## src/hw/iox_map.svh

```systemverilog
`ifndef IOX_MAP_SVH
`define IOX_MAP_SVH

// Core clock and link timing, in nanoseconds
`define IOX_CLK_NS 100
`define IOX_RST_LOW_NS 4
`define IOX_POST_RST_NS 600
`define IOX_SCL_QTR_NS 5000

// Derived cycle counts, least times rounded up
`define IOX_RST_LOW_CYC ((`IOX_RST_LOW_NS + `IOX_CLK_NS - 1) / `IOX_CLK_NS)
`define IOX_POST_RST_CYC ((`IOX_POST_RST_NS + `IOX_CLK_NS - 1) / `IOX_CLK_NS)
`define IOX_QTR_CYC ((`IOX_SCL_QTR_NS + `IOX_CLK_NS - 1) / `IOX_CLK_NS)

// Target address: upper six bits fixed, bit 0 follows the select strap
`define IOX_ADDR_HI 6'h11
`define IOX_DIR_RD 1'b1
`define IOX_DIR_WR 1'b0

// Input glitch filter length in core cycles
`define IOX_FILT_LEN 3

`endif

```

## src/hw/iox_pkg.sv

```systemverilog
package iox_pkg;

    // Sequencer states
    typedef enum logic [2:0] {
        ST_IDLE  = 3'b000,
        ST_DRST  = 3'b001,
        ST_DWAIT = 3'b010,
        ST_START = 3'b011,
        ST_BIT   = 3'b100,
        ST_STOP  = 3'b101
    } iox_state_t;

    // Meaning of the byte on the wire
    typedef enum logic [2:0] {
        RL_ADDRW = 3'b000,
        RL_CMD   = 3'b001,
        RL_DATAW = 3'b010,
        RL_ADDRR = 3'b011,
        RL_DATAR = 3'b100
    } iox_role_t;

    typedef struct packed {
        iox_state_t st;
        iox_role_t role;
        logic [1:0] ph;
        logic [15:0] cnt;
        logic [3:0] bitn;
        logic [7:0] shift;
        logic [7:0] left;
        logic [7:0] cmd;
        logic rd;
        logic ack;
        logic want;
        logic scl_oe;
        logic sda_oe;
        logic pin_lvl;
        logic dev_rst_n;
        logic addr_sel;
        logic busy;
        logic nack;
        logic [7:0] rd_data;
        logic rd_valid;
        logic wr_take;
        logic done;
        logic bus_busy;
        logic scl_d;
        logic sda_d;
    } iox_ctl_t;

    typedef struct packed {
        logic [1:0] sync;
        logic [3:0] cnt;
        logic q;
    } iox_filt_t;

endpackage

```

## src/hw/iox_host.sv

```systemverilog
`include "iox_map.svh"

module iox_host #(
    parameter logic [15:0] QTR_CYC = 16'(`IOX_QTR_CYC),
    parameter logic [15:0] RST_LOW_CYC = 16'(`IOX_RST_LOW_CYC),
    parameter logic [15:0] POST_RST_CYC = 16'(`IOX_POST_RST_CYC)
) (
    input wire logic i_core_clk,
    input wire logic i_nrst,
    input wire logic i_scl,
    input wire logic i_sda,
    input wire logic i_cmd_valid,
    input wire logic i_cmd_read,
    input wire logic [7:0] i_cmd_byte,
    input wire logic [7:0] i_cmd_len,
    input wire logic i_wr_valid,
    input wire logic [7:0] i_wr_data,
    input wire logic i_addr_sel,
    input wire logic i_dev_reset,
    output logic o_scl_out,
    output logic o_scl_oe,
    output logic o_sda_out,
    output logic o_sda_oe,
    output logic o_dev_rst_n,
    output logic o_addr_sel,
    output logic o_busy,
    output logic o_done,
    output logic o_nack,
    output logic [7:0] o_rd_data,
    output logic o_rd_valid,
    output logic o_wr_take,
    output logic o_bus_busy
);
    import iox_pkg::*;

    iox_ctl_t r;
    iox_ctl_t n;
    logic [1:0] lvl;
    logic scl_f;
    logic sda_f;
    logic tick;
    logic stall;

    // Filtered, synchronised copies of the bus lines
    for (genvar g = 0; g < 2; g++) begin : g_in
        iox_sync_filt u_filt (
            .i_core_clk(i_core_clk),
            .i_nrst(i_nrst),
            .i_pin(g == 0 ? i_scl : i_sda),
            .o_level(lvl[g])
        );
    end
    assign scl_f = lvl[0];
    assign sda_f = lvl[1];

    // Bytes that the controller transmits
    function automatic logic is_tx(input iox_role_t role);
        is_tx = (role != RL_DATAR);
    endfunction

    // Address byte with direction bit last
    function automatic logic [7:0] addr_byte(input logic sel,
                                             input logic dir);
        addr_byte = {`IOX_ADDR_HI, sel, dir};
    endfunction

    // Phase timer, held while a released SCL is still low
    always_comb begin
        tick = (r.cnt == 16'h0000);
        stall = !r.scl_oe && !scl_f;
    end

    always_comb begin
        n = r;
        n.rd_valid = 1'b0;
        n.wr_take = 1'b0;
        n.done = 1'b0;
        n.scl_d = scl_f;
        n.sda_d = sda_f;
        // Bus monitor for Start and Stop from any controller
        if (scl_f && r.scl_d && r.sda_d && !sda_f) begin
            n.bus_busy = 1'b1;
        end else if (scl_f && r.scl_d && !r.sda_d && sda_f) begin
            n.bus_busy = 1'b0;
        end
        if (!tick && !stall && !r.want) begin
            n.cnt = r.cnt - 16'h0001;
        end
        case (r.st)
            ST_IDLE: begin
                n.scl_oe = 1'b0;
                n.sda_oe = 1'b0;
                if (i_dev_reset) begin
                    n.st = ST_DRST;
                    n.busy = 1'b1;
                    n.dev_rst_n = 1'b0;
                    n.cnt = RST_LOW_CYC - 16'h0001;
                end else if (i_cmd_valid && !r.bus_busy && scl_f && sda_f) begin
                    // only an idle bus is claimed
                    n.st = ST_START;
                    n.busy = 1'b1;
                    n.nack = 1'b0;
                    n.rd = i_cmd_read;
                    n.cmd = i_cmd_byte;
                    n.left = i_cmd_len;
                    n.addr_sel = i_addr_sel;
                    n.role = RL_ADDRW;
                    n.ph = 2'd0;
                    n.cnt = QTR_CYC - 16'h0001;
                end
            end
            ST_DRST: begin
                if (tick) begin
                    n.dev_rst_n = 1'b1;
                    n.st = ST_DWAIT;
                    n.cnt = POST_RST_CYC - 16'h0001;
                end
            end
            ST_DWAIT: begin
                if (tick) begin
                    n.st = ST_IDLE;
                    n.busy = 1'b0;
                    n.done = 1'b1;
                end
            end
            ST_START: begin
                // SCL low, release SDA, raise SCL, then pull SDA low
                case (r.ph)
                    2'd0: n.scl_oe = 1'b1;
                    2'd1: n.sda_oe = 1'b0;
                    2'd2: n.scl_oe = 1'b0;
                    default: n.sda_oe = 1'b1;
                endcase
                if (tick && !stall) begin
                    n.ph = r.ph + 2'd1;
                    n.cnt = QTR_CYC - 16'h0001;
                    if (r.ph == 2'd3) begin
                        n.st = ST_BIT;
                        n.bitn = 4'd0;
                        n.shift = addr_byte(r.addr_sel,
                            r.role == RL_ADDRR ? `IOX_DIR_RD : `IOX_DIR_WR);
                    end
                end
            end
            ST_BIT: begin
                case (r.ph)
                    2'd0: n.scl_oe = 1'b1;
                    2'd1: begin
                        // Data changes only while SCL is low
                        if (r.bitn == 4'd8) begin
                            n.sda_oe = !is_tx(r.role)
                                && (r.left > 8'd1);
                        end else begin
                            n.sda_oe = is_tx(r.role) && !r.shift[7];
                        end
                    end
                    default: n.scl_oe = 1'b0;
                endcase
                if (r.want) begin
                    // Stall with SCL low until write data is offered
                    if (i_wr_valid) begin
                        n.want = 1'b0;
                        n.shift = i_wr_data;
                        n.wr_take = 1'b1;
                        n.cnt = QTR_CYC - 16'h0001;
                    end
                end else if (tick && !stall) begin
                    n.ph = r.ph + 2'd1;
                    n.cnt = QTR_CYC - 16'h0001;
                    if (r.ph == 2'd2) begin
                        // Sample in mid high phase
                        if (r.bitn == 4'd8) begin
                            n.ack = sda_f;
                        end else begin
                            n.shift = {r.shift[6:0], sda_f};
                        end
                    end
                    if (r.ph == 2'd3 && r.bitn != 4'd8) begin
                        n.bitn = r.bitn + 4'd1;
                    end else if (r.ph == 2'd3) begin
                        n.bitn = 4'd0;
                        if (is_tx(r.role) && r.ack) begin
                            n.nack = 1'b1;
                            n.st = ST_STOP;
                        end else begin
                            case (r.role)
                                RL_ADDRW: begin
                                    n.role = RL_CMD;
                                    n.shift = r.cmd;
                                end
                                RL_CMD: begin
                                    if (r.rd) begin
                                        n.role = RL_ADDRR;
                                        n.st = ST_START;
                                    end else if (r.left == 8'd0) begin
                                        n.st = ST_STOP;
                                    end else begin
                                        n.role = RL_DATAW;
                                        n.want = 1'b1;
                                    end
                                end
                                RL_DATAW: begin
                                    n.left = r.left - 8'd1;
                                    if (r.left == 8'd1) begin
                                        n.st = ST_STOP;
                                    end else begin
                                        n.want = 1'b1;
                                    end
                                end
                                RL_ADDRR: begin
                                    n.role = RL_DATAR;
                                    if (r.left == 8'd0) begin
                                        n.left = 8'd1;
                                    end
                                end
                                default: begin
                                    n.rd_data = r.shift;
                                    n.rd_valid = 1'b1;
                                    n.left = r.left - 8'd1;
                                    if (r.left <= 8'd1) begin
                                        n.st = ST_STOP;
                                    end
                                end
                            endcase
                        end
                    end
                end
            end
            ST_STOP: begin
                // SCL low, SDA low, raise SCL, then release SDA
                case (r.ph)
                    2'd0: n.scl_oe = 1'b1;
                    2'd1: n.sda_oe = 1'b1;
                    2'd2: n.scl_oe = 1'b0;
                    default: n.sda_oe = 1'b0;
                endcase
                if (tick && !stall) begin
                    n.ph = r.ph + 2'd1;
                    n.cnt = QTR_CYC - 16'h0001;
                    if (r.ph == 2'd3) begin
                        n.st = ST_IDLE;
                        n.busy = 1'b0;
                        n.done = 1'b1;
                    end
                end
            end
            default: n.st = ST_IDLE;
        endcase
    end

    // Reset also pulses the device reset and waits out its recovery
    always_ff @(posedge i_core_clk) begin
        if (!i_nrst) begin
            r <= '0;
            r.st <= ST_DRST;
            r.busy <= 1'b1;
            r.scl_d <= 1'b1;
            r.sda_d <= 1'b1;
        end else begin
            r <= n;
        end
    end

    // Pin and status outputs, all flop driven
    assign o_scl_out = r.pin_lvl;
    assign o_scl_oe = r.scl_oe;
    assign o_sda_out = r.pin_lvl;
    assign o_sda_oe = r.sda_oe;
    assign o_dev_rst_n = r.dev_rst_n;
    assign o_addr_sel = r.addr_sel;
    assign o_busy = r.busy;
    assign o_done = r.done;
    assign o_nack = r.nack;
    assign o_rd_data = r.rd_data;
    assign o_rd_valid = r.rd_valid;
    assign o_wr_take = r.wr_take;
    assign o_bus_busy = r.bus_busy;
endmodule

```

## src/hw/iox_sync_filt.sv

```systemverilog
`include "iox_map.svh"

module iox_sync_filt #(
    parameter logic [3:0] FILT_LEN = 4'(`IOX_FILT_LEN)
) (
    input wire logic i_core_clk,
    input wire logic i_nrst,
    input wire logic i_pin,
    output logic o_level
);
    import iox_pkg::*;

    iox_filt_t r;
    iox_filt_t n;

    // Two-flop synchroniser, then level must persist to be taken
    always_comb begin
        n = r;
        n.sync = {r.sync[0], i_pin};
        if (r.sync[1] == r.q) begin
            n.cnt = 4'h0;
        end else if (r.cnt == FILT_LEN - 4'h1) begin
            n.q = r.sync[1];
            n.cnt = 4'h0;
        end else begin
            n.cnt = r.cnt + 4'h1;
        end
    end

    // Idle bus lines read high
    always_ff @(posedge i_core_clk) begin
        if (!i_nrst) begin
            r <= '{sync: 2'b11, cnt: 4'h0, q: 1'b1};
        end else begin
            r <= n;
        end
    end

    assign o_level = r.q;
endmodule

```

## config.mk

```make
export PLATFORM = sky130hd
export DESIGN_NAME = iox_host
export DESIGN_NICKNAME = d
export VERILOG_FILES = /design/src/hw/iox_pkg.sv /design/src/hw/iox_host.sv /design/src/hw/iox_sync_filt.sv
export VERILOG_INCLUDE_DIRS = /design/src /design/src/hw
export SDC_FILE = /design/constraint.sdc
export NUM_CORES = 1
export LEC_CHECK = 0
export CAP_MARGIN = 40
export CORE_UTILIZATION = 55
export CTS_CLUSTER_SIZE = 16
export DETAILED_ROUTE_END_ITERATION = 8
export DONT_BUFFER_PORTS = 1
export PLACE_DENSITY = 0.7
export SLEW_MARGIN = 5
export SYNTH_ARGS = -nofsm -noshare
export SYNTH_HDL_FRONTEND = slang
export SYNTH_SLANG_ARGS = --single-unit
```

## constraint.sdc

```tcl
create_clock -name i_core_clk -period 6.55 [get_ports i_core_clk]
set_clock_uncertainty 0.15 [all_clocks]
set_input_delay 0.3275 -clock i_core_clk [delete_from_list [all_inputs] [get_ports i_core_clk]]
set_output_delay 0.3275 -clock i_core_clk [all_outputs]
set_load 0.02 [all_outputs]
```

Word-level counts from Yosys, hierarchy flattened

Index checks and enable logic that the tools add are counted.

Register bits after elaboration: 89
Logic and storage cells: 257
Bits of input ports: 33
Output and inout bits: 20

Order comparisons: 2
$add $sub $neg: 6
Reduce and logical (&&, ||, !) cells: 61
Equality and inequality tests: 50
Bitwise operators: 11
Muxes and demuxes: 97

Operator list:

| cell                 | count |
|---|---|
| $mux W16             | 7 |
| $mux W8              | 11 |
| $pmux W16 S5         | 1 |
| $mux W44             | 1 |
| $mux W10             | 4 |
| $mux W3              | 13 |
| $ne A2 B2 Y1 const B | 19 |
| $mux W17             | 2 |
| $pmux W8 S2          | 2 |
| $mux W30             | 1 |
| $mux W1              | 26 |
| $mux W24             | 1 |
| $pmux W12 S2         | 1 |
| $ne A3 B3 Y1 const B | 7 |
| $mux W20             | 1 |
| $reduce_and A10 Y1   | 2 |
| $mux W18             | 1 |
| $mux W6              | 3 |
| $mux W9              | 2 |
| $pmux W3 S3          | 2 |
| $pmux W3 S6          | 1 |
| $logic_and A1 B1 Y1  | 16 |
| $logic_not A16 Y1    | 1 |
| $pmux W1 S2          | 8 |
| other kinds (47)     | 94 |

Longest topological paths before layout

Word-level depth: 14
Depth in mapped cells: 10
Depth with buffers taken out: 8

Cells and area by module

Synthesis repeated with hierarchy kept, for this count alone.

Cell total of the unflattened synthesis: 615
Area, all modules: 4,885.9 µm²

Modules (own cells, without submodules):

| module        | instances | seq. area each (µm²) | cells each | area each (µm²) |
|---|---|---|---|---|
| iox_host      | 1         | 1,501.4              | 567        | 4,370.4 |
| iox_sync_filt | 2         | 140.1                | 24         | 257.7 |

Worst setup path after synthesis

No wires, ideal clock.

Path type: register to register
Start: reg r[52] (netlist name)
End: reg r[74] (netlist name)
Data required time: 6,277 ps
Clock period less this slack: 2,555 ps
Cell stages (with the launch flop): 9
Data arrival time: 2,282 ps
Buffers on the path: 0
Setup slack: 3,995 ps
Setup time: 123 ps
Path through: dfxtp_1 -> inv_1 -> ha_1 -> nor3b_1 -> and4b_1 -> a21oi_1 -> or4_4 -> nor3b_4 -> mux2_1

Longest elaborated chain between the ends: 4
Elaborated cells on any way between the ends: 8
Classes of those cells: eq/ne (5); reduce/logical (3)

Ends and longest elaborated chain:

| element                               | RTL line                                          | RTL |
|---|---|---|
| start: declaration                    | iox_host.sv:36                                    | `iox_ctl_t r;` |
| start signal: assignment              | iox_host.sv:260                                   | `r <= n;` |
| $logic_not A16 Y1 *                   | iox_host.sv:69                                    | `tick = (r.cnt == 16'h0000);` |
| $logic_and A1 B1 Y1                   | iox_host.sv:134, iox_host.sv:167, iox_host.sv:237 |  |
| $ne A2 B2 Y1 (no source line)         | n/a                                               |  |
| $reduce_and A15 Y1 (no source line) * | n/a                                               |  |

Mark *: on every way between the ends. The rest lies on a longest branch, timed or not.
A chain may end at the register's enable or synchronous reset.

Worst setup path after layout

Ends and elaborated chain as after synthesis.

==> results.md <==
- Slowest-stage cell, CP: or4_4
- Clock slew at reported path FFs: 0.09 ns
- Die width: 97.6 um
- Area of the core: 0.00881 sq mm
- TritonCTS buffer count: 9
- Failing checks: DRC
- Syn Std Cell Area: 0.00503 sq mm
- R2r worst-path depth: 8
- NumNets Final: 648
- DR WL/cell: 17.7 um
- Filler cell count: 793
- I/O pin cnt: 53
- Top_reg_cell synth: dfxtp_1
- Sequential area share after synthesis: 0.354
- Iter 0 DRT Violations: 468
- Measured slew at the worst slew-check pin: 0.840 ns
- Worst flop-to-flop path endpoint: r[74]$_SDFFE_PN0P_
- Max-cap violations: 0
- Sum Neg Setup Slack: 0 ns
- Routed wire length: 12600 um
- Area of the multi-input gates: 0.00295 sq mm
- Chip height: 97.6 um
- DRC viols: 16
- Final GP Congestion: 0.931
- Crit-path max cell delay: 0.60 ns
- Share of flip-flops with an asynchronous set or reset: 0
- Pwr dens: 323 mW/mm^2
- Die area: 0.00953 sq mm
- Pleak: 1.90 nW
- Library cells used by synthesis: 78
- Unrepaired setup endpoints after global routing: no
- Area grow syn2layout: 5.47%
- Setup crit start kind: flop
- Final hold vios: 0
- CTS tree: yes
- Slew headroom: 0.439
- Syn Area/Cell: 8.18 sq um
- Maximum fanout along the worst path: 12
- Sequential Area: 0.00178 sq mm
- Most frequent cells in the layout: dfxtp_1 (89), nor2_1 (84), nand2_1 (44), a21oi_1 (36), nand3_1 (29)
- Endpoint type of the worst setup path: flop
- Synth Instances: 615
- Clk buf depth: 2
- H-tree Lvls: 3
- Inserted Diodes: 0
- Initial antenna violation count: 0
- Vias in the first global route: 4237
- Row cnt: 34
- Hold Path Origin: i_dev_reset
- Final Instance Count excl. Fillers: 713
- R2r startpoint: r[52]$_SDFF_PN0_
- Routed Antenna Nets: 0
- Pins Over Slew Limit: 0
- Max Clk Rate: 321 MHz
- Worst reg-to-reg setup slack: 3.43 ns
- Outcome: complete, but fails checks
- Largest net degree at the start of global routing: 33
- Final setup vio count: 0
- Most common cell after layout, fill and taps aside: dfxtp_1
- Via density per instance: 6.38
- Cell Area, Placed: 0.00497 sq mm
- EDFF count, synth: 0
- Fin area: 0.00530 sq mm
- Fin crit share: 0.476
- Num Clock Sinks: 89
- Min Clock Period, post-route: 3.12 ns
- First-pass GRT wire length: 20800 um
- Postcts setup bufs: 0
- Dpl cells: 684
- Setup Crit Path Kind: flop to flop
- Hold/Removal Path Class: input pin to flop
- WP data required: 6.64 ns
- Port Buffers: 0
- Hold path endpoint: o_dev_rst_n$_SDFFE_PN0P_
- Detailed-route via count: 4546
- Yosys reg bits: 89
- Root Buffer: clkbuf_8
- Total grt overflow: 0
- Total iterations of the first detailed-routing run: 8
- YS warnings: 0
- Initial core utilization: 0.571
- Hold Crit Depth: 3
- Detailed placement HPWL: 8600 um
- Worst-path cell chain: inv_1 -> ha_1 -> nor3b_1 -> and4b_1 -> a21oi_1 -> or4_4 -> nor3b_4 -> mux2_1
- Worst vdd ir: 269 uV
- Worst skew pair latency: 0.36 ns
- Worst EP arrival: 3.21 ns
- Layout cells sized above 1: 0.0628
- All-Layer GR Usage: 0.269
-- state kept, by name, indices dropped and copies added, names as in the netlist --
register             flops
g_in.u_filt.n            2
o_wr_take                1
o_busy                   1
o_rd_valid               1
g_in.u_filt.r           10
o_rd_data                8
o_scl_oe                 1
o_bus_busy               1
g_in.u_filt.o_level      2
r                       57
o_dev_rst_n              1
o_sda_oe                 1
o_done                   1
o_nack                   1
o_addr_sel               1
-- per-stage QoR --
stage	total power, W	hold WS (ns)	worst slack [ns]	utilization
final	0.00171	0.0120	3.43	0.602
after floorplan	0.00120	0.236	3.99	-
after global placement	0.00131	0.239	3.48	0.563
after detailed placement	0.00132	0.243	3.44	0.564
after CTS	0.00171	0.0117	3.42	0.602
after global routing	0.00182	0.0210	3.20	0.602
-- report_power, final --
group	internal, W	leakage (nW)	switching, W	total (W)
logic	0.000265	1.09	0.000407	0.000672
clock network	0.000178	0.0929	0.000203	0.000380
registers	0.000586	0.721	0.0000734	0.000660
-- worst max-delay path: cells and delay by family (launching register included) --
| family | cells | cell delay, ns |
|---|---|---|
| and+or+nand+nor | 4 | 1.73 |
| muxes | 1 | 0.34 |
| DFF | 1 | 0.32 |
| AOI/OAI and AO/OA | 1 | 0.17 |
| adders and majority gates | 1 | 0.16 |
| buffers and inverters | 1 | 0.13 |
-- cells by family (layout without fill, tap and decap cells) --
kind of cell	after synthesis	in the layout	synth area share
simple gates	259	259	0.272
xor+xnor	20	20	0.0348
buf+inv	63	52	0.0612
flops	89	89	0.354
fa+ha+maj	15	15	0.0373
mux	24	24	0.0483
other cells	1	2	0.000746
compound gates	144	144	0.191
-- final cells by class --
| type | count | share of cell area |
|---|---|---|
| Timing Repair Buffer | 18 | 0.0330 |
| Clock buffer | 10 | 0.0241 |
| Tap cell | 108 | 0.0255 |
| Inverter | 18 | 0.0127 |
| Sequential cell | 89 | 0.336 |
| Multi-Input combinational cell | 464 | 0.556 |
| Clock inverter | 6 | 0.0127 |
-- repair_timing --
item,4_1_cts,5_1_grt
setup endpoints to repair,0,0
hold buffers,13,0
resized for setup,0,0
endpoints found under the hold margin,41,0
-- worst max-delay path by stage --
stage	startpoint	to	slack, ns
CTS	r[52]$_SDFF_PN0_	o_rd_data[4]$_SDFFE_PN0P_	3.42
detailed placement	r[52]$_SDFF_PN0_	o_rd_data[4]$_SDFFE_PN0P_	3.44
global placement	r[52]$_SDFF_PN0_	o_rd_data[6]$_SDFFE_PN0P_	3.48
floorplan	r[52]$_SDFF_PN0_	r[74]$_SDFFE_PN0P_	3.99
global route	r[52]$_SDFF_PN0_	o_rd_data[4]$_SDFFE_PN0P_	3.20
finish	r[52]$_SDFF_PN0_	r[74]$_SDFFE_PN0P_	3.43
-- Yosys cell counts (12+ instances only) --
library cell,count,area share
dfxtp_1,89,0.35
nor2_1,84,0.063
nand2_1,44,0.033
a21oi_1,36,0.036
nand3_1,29,0.029
o21ai_0,28,0.028
clkbuf_1,23,0.017
mux2i_1,22,0.044
inv_1,17,0.013
ha_1,15,0.037
nand2b_1,14,0.017
nor3_1,13,0.013
nor4_1,13,0.016
xnor2_1,12,0.021
-- per-layer routing --
layer  global-route usage  share of wire  up-vias
li1                     -              -     2185
met1                0.368           0.45     2114
met2                0.422           0.44      221
met3               0.0439          0.090       26
met4                0.108          0.023        0
met5                    0              0        -
Note: power is estimated with default switching activity, not from simulation.
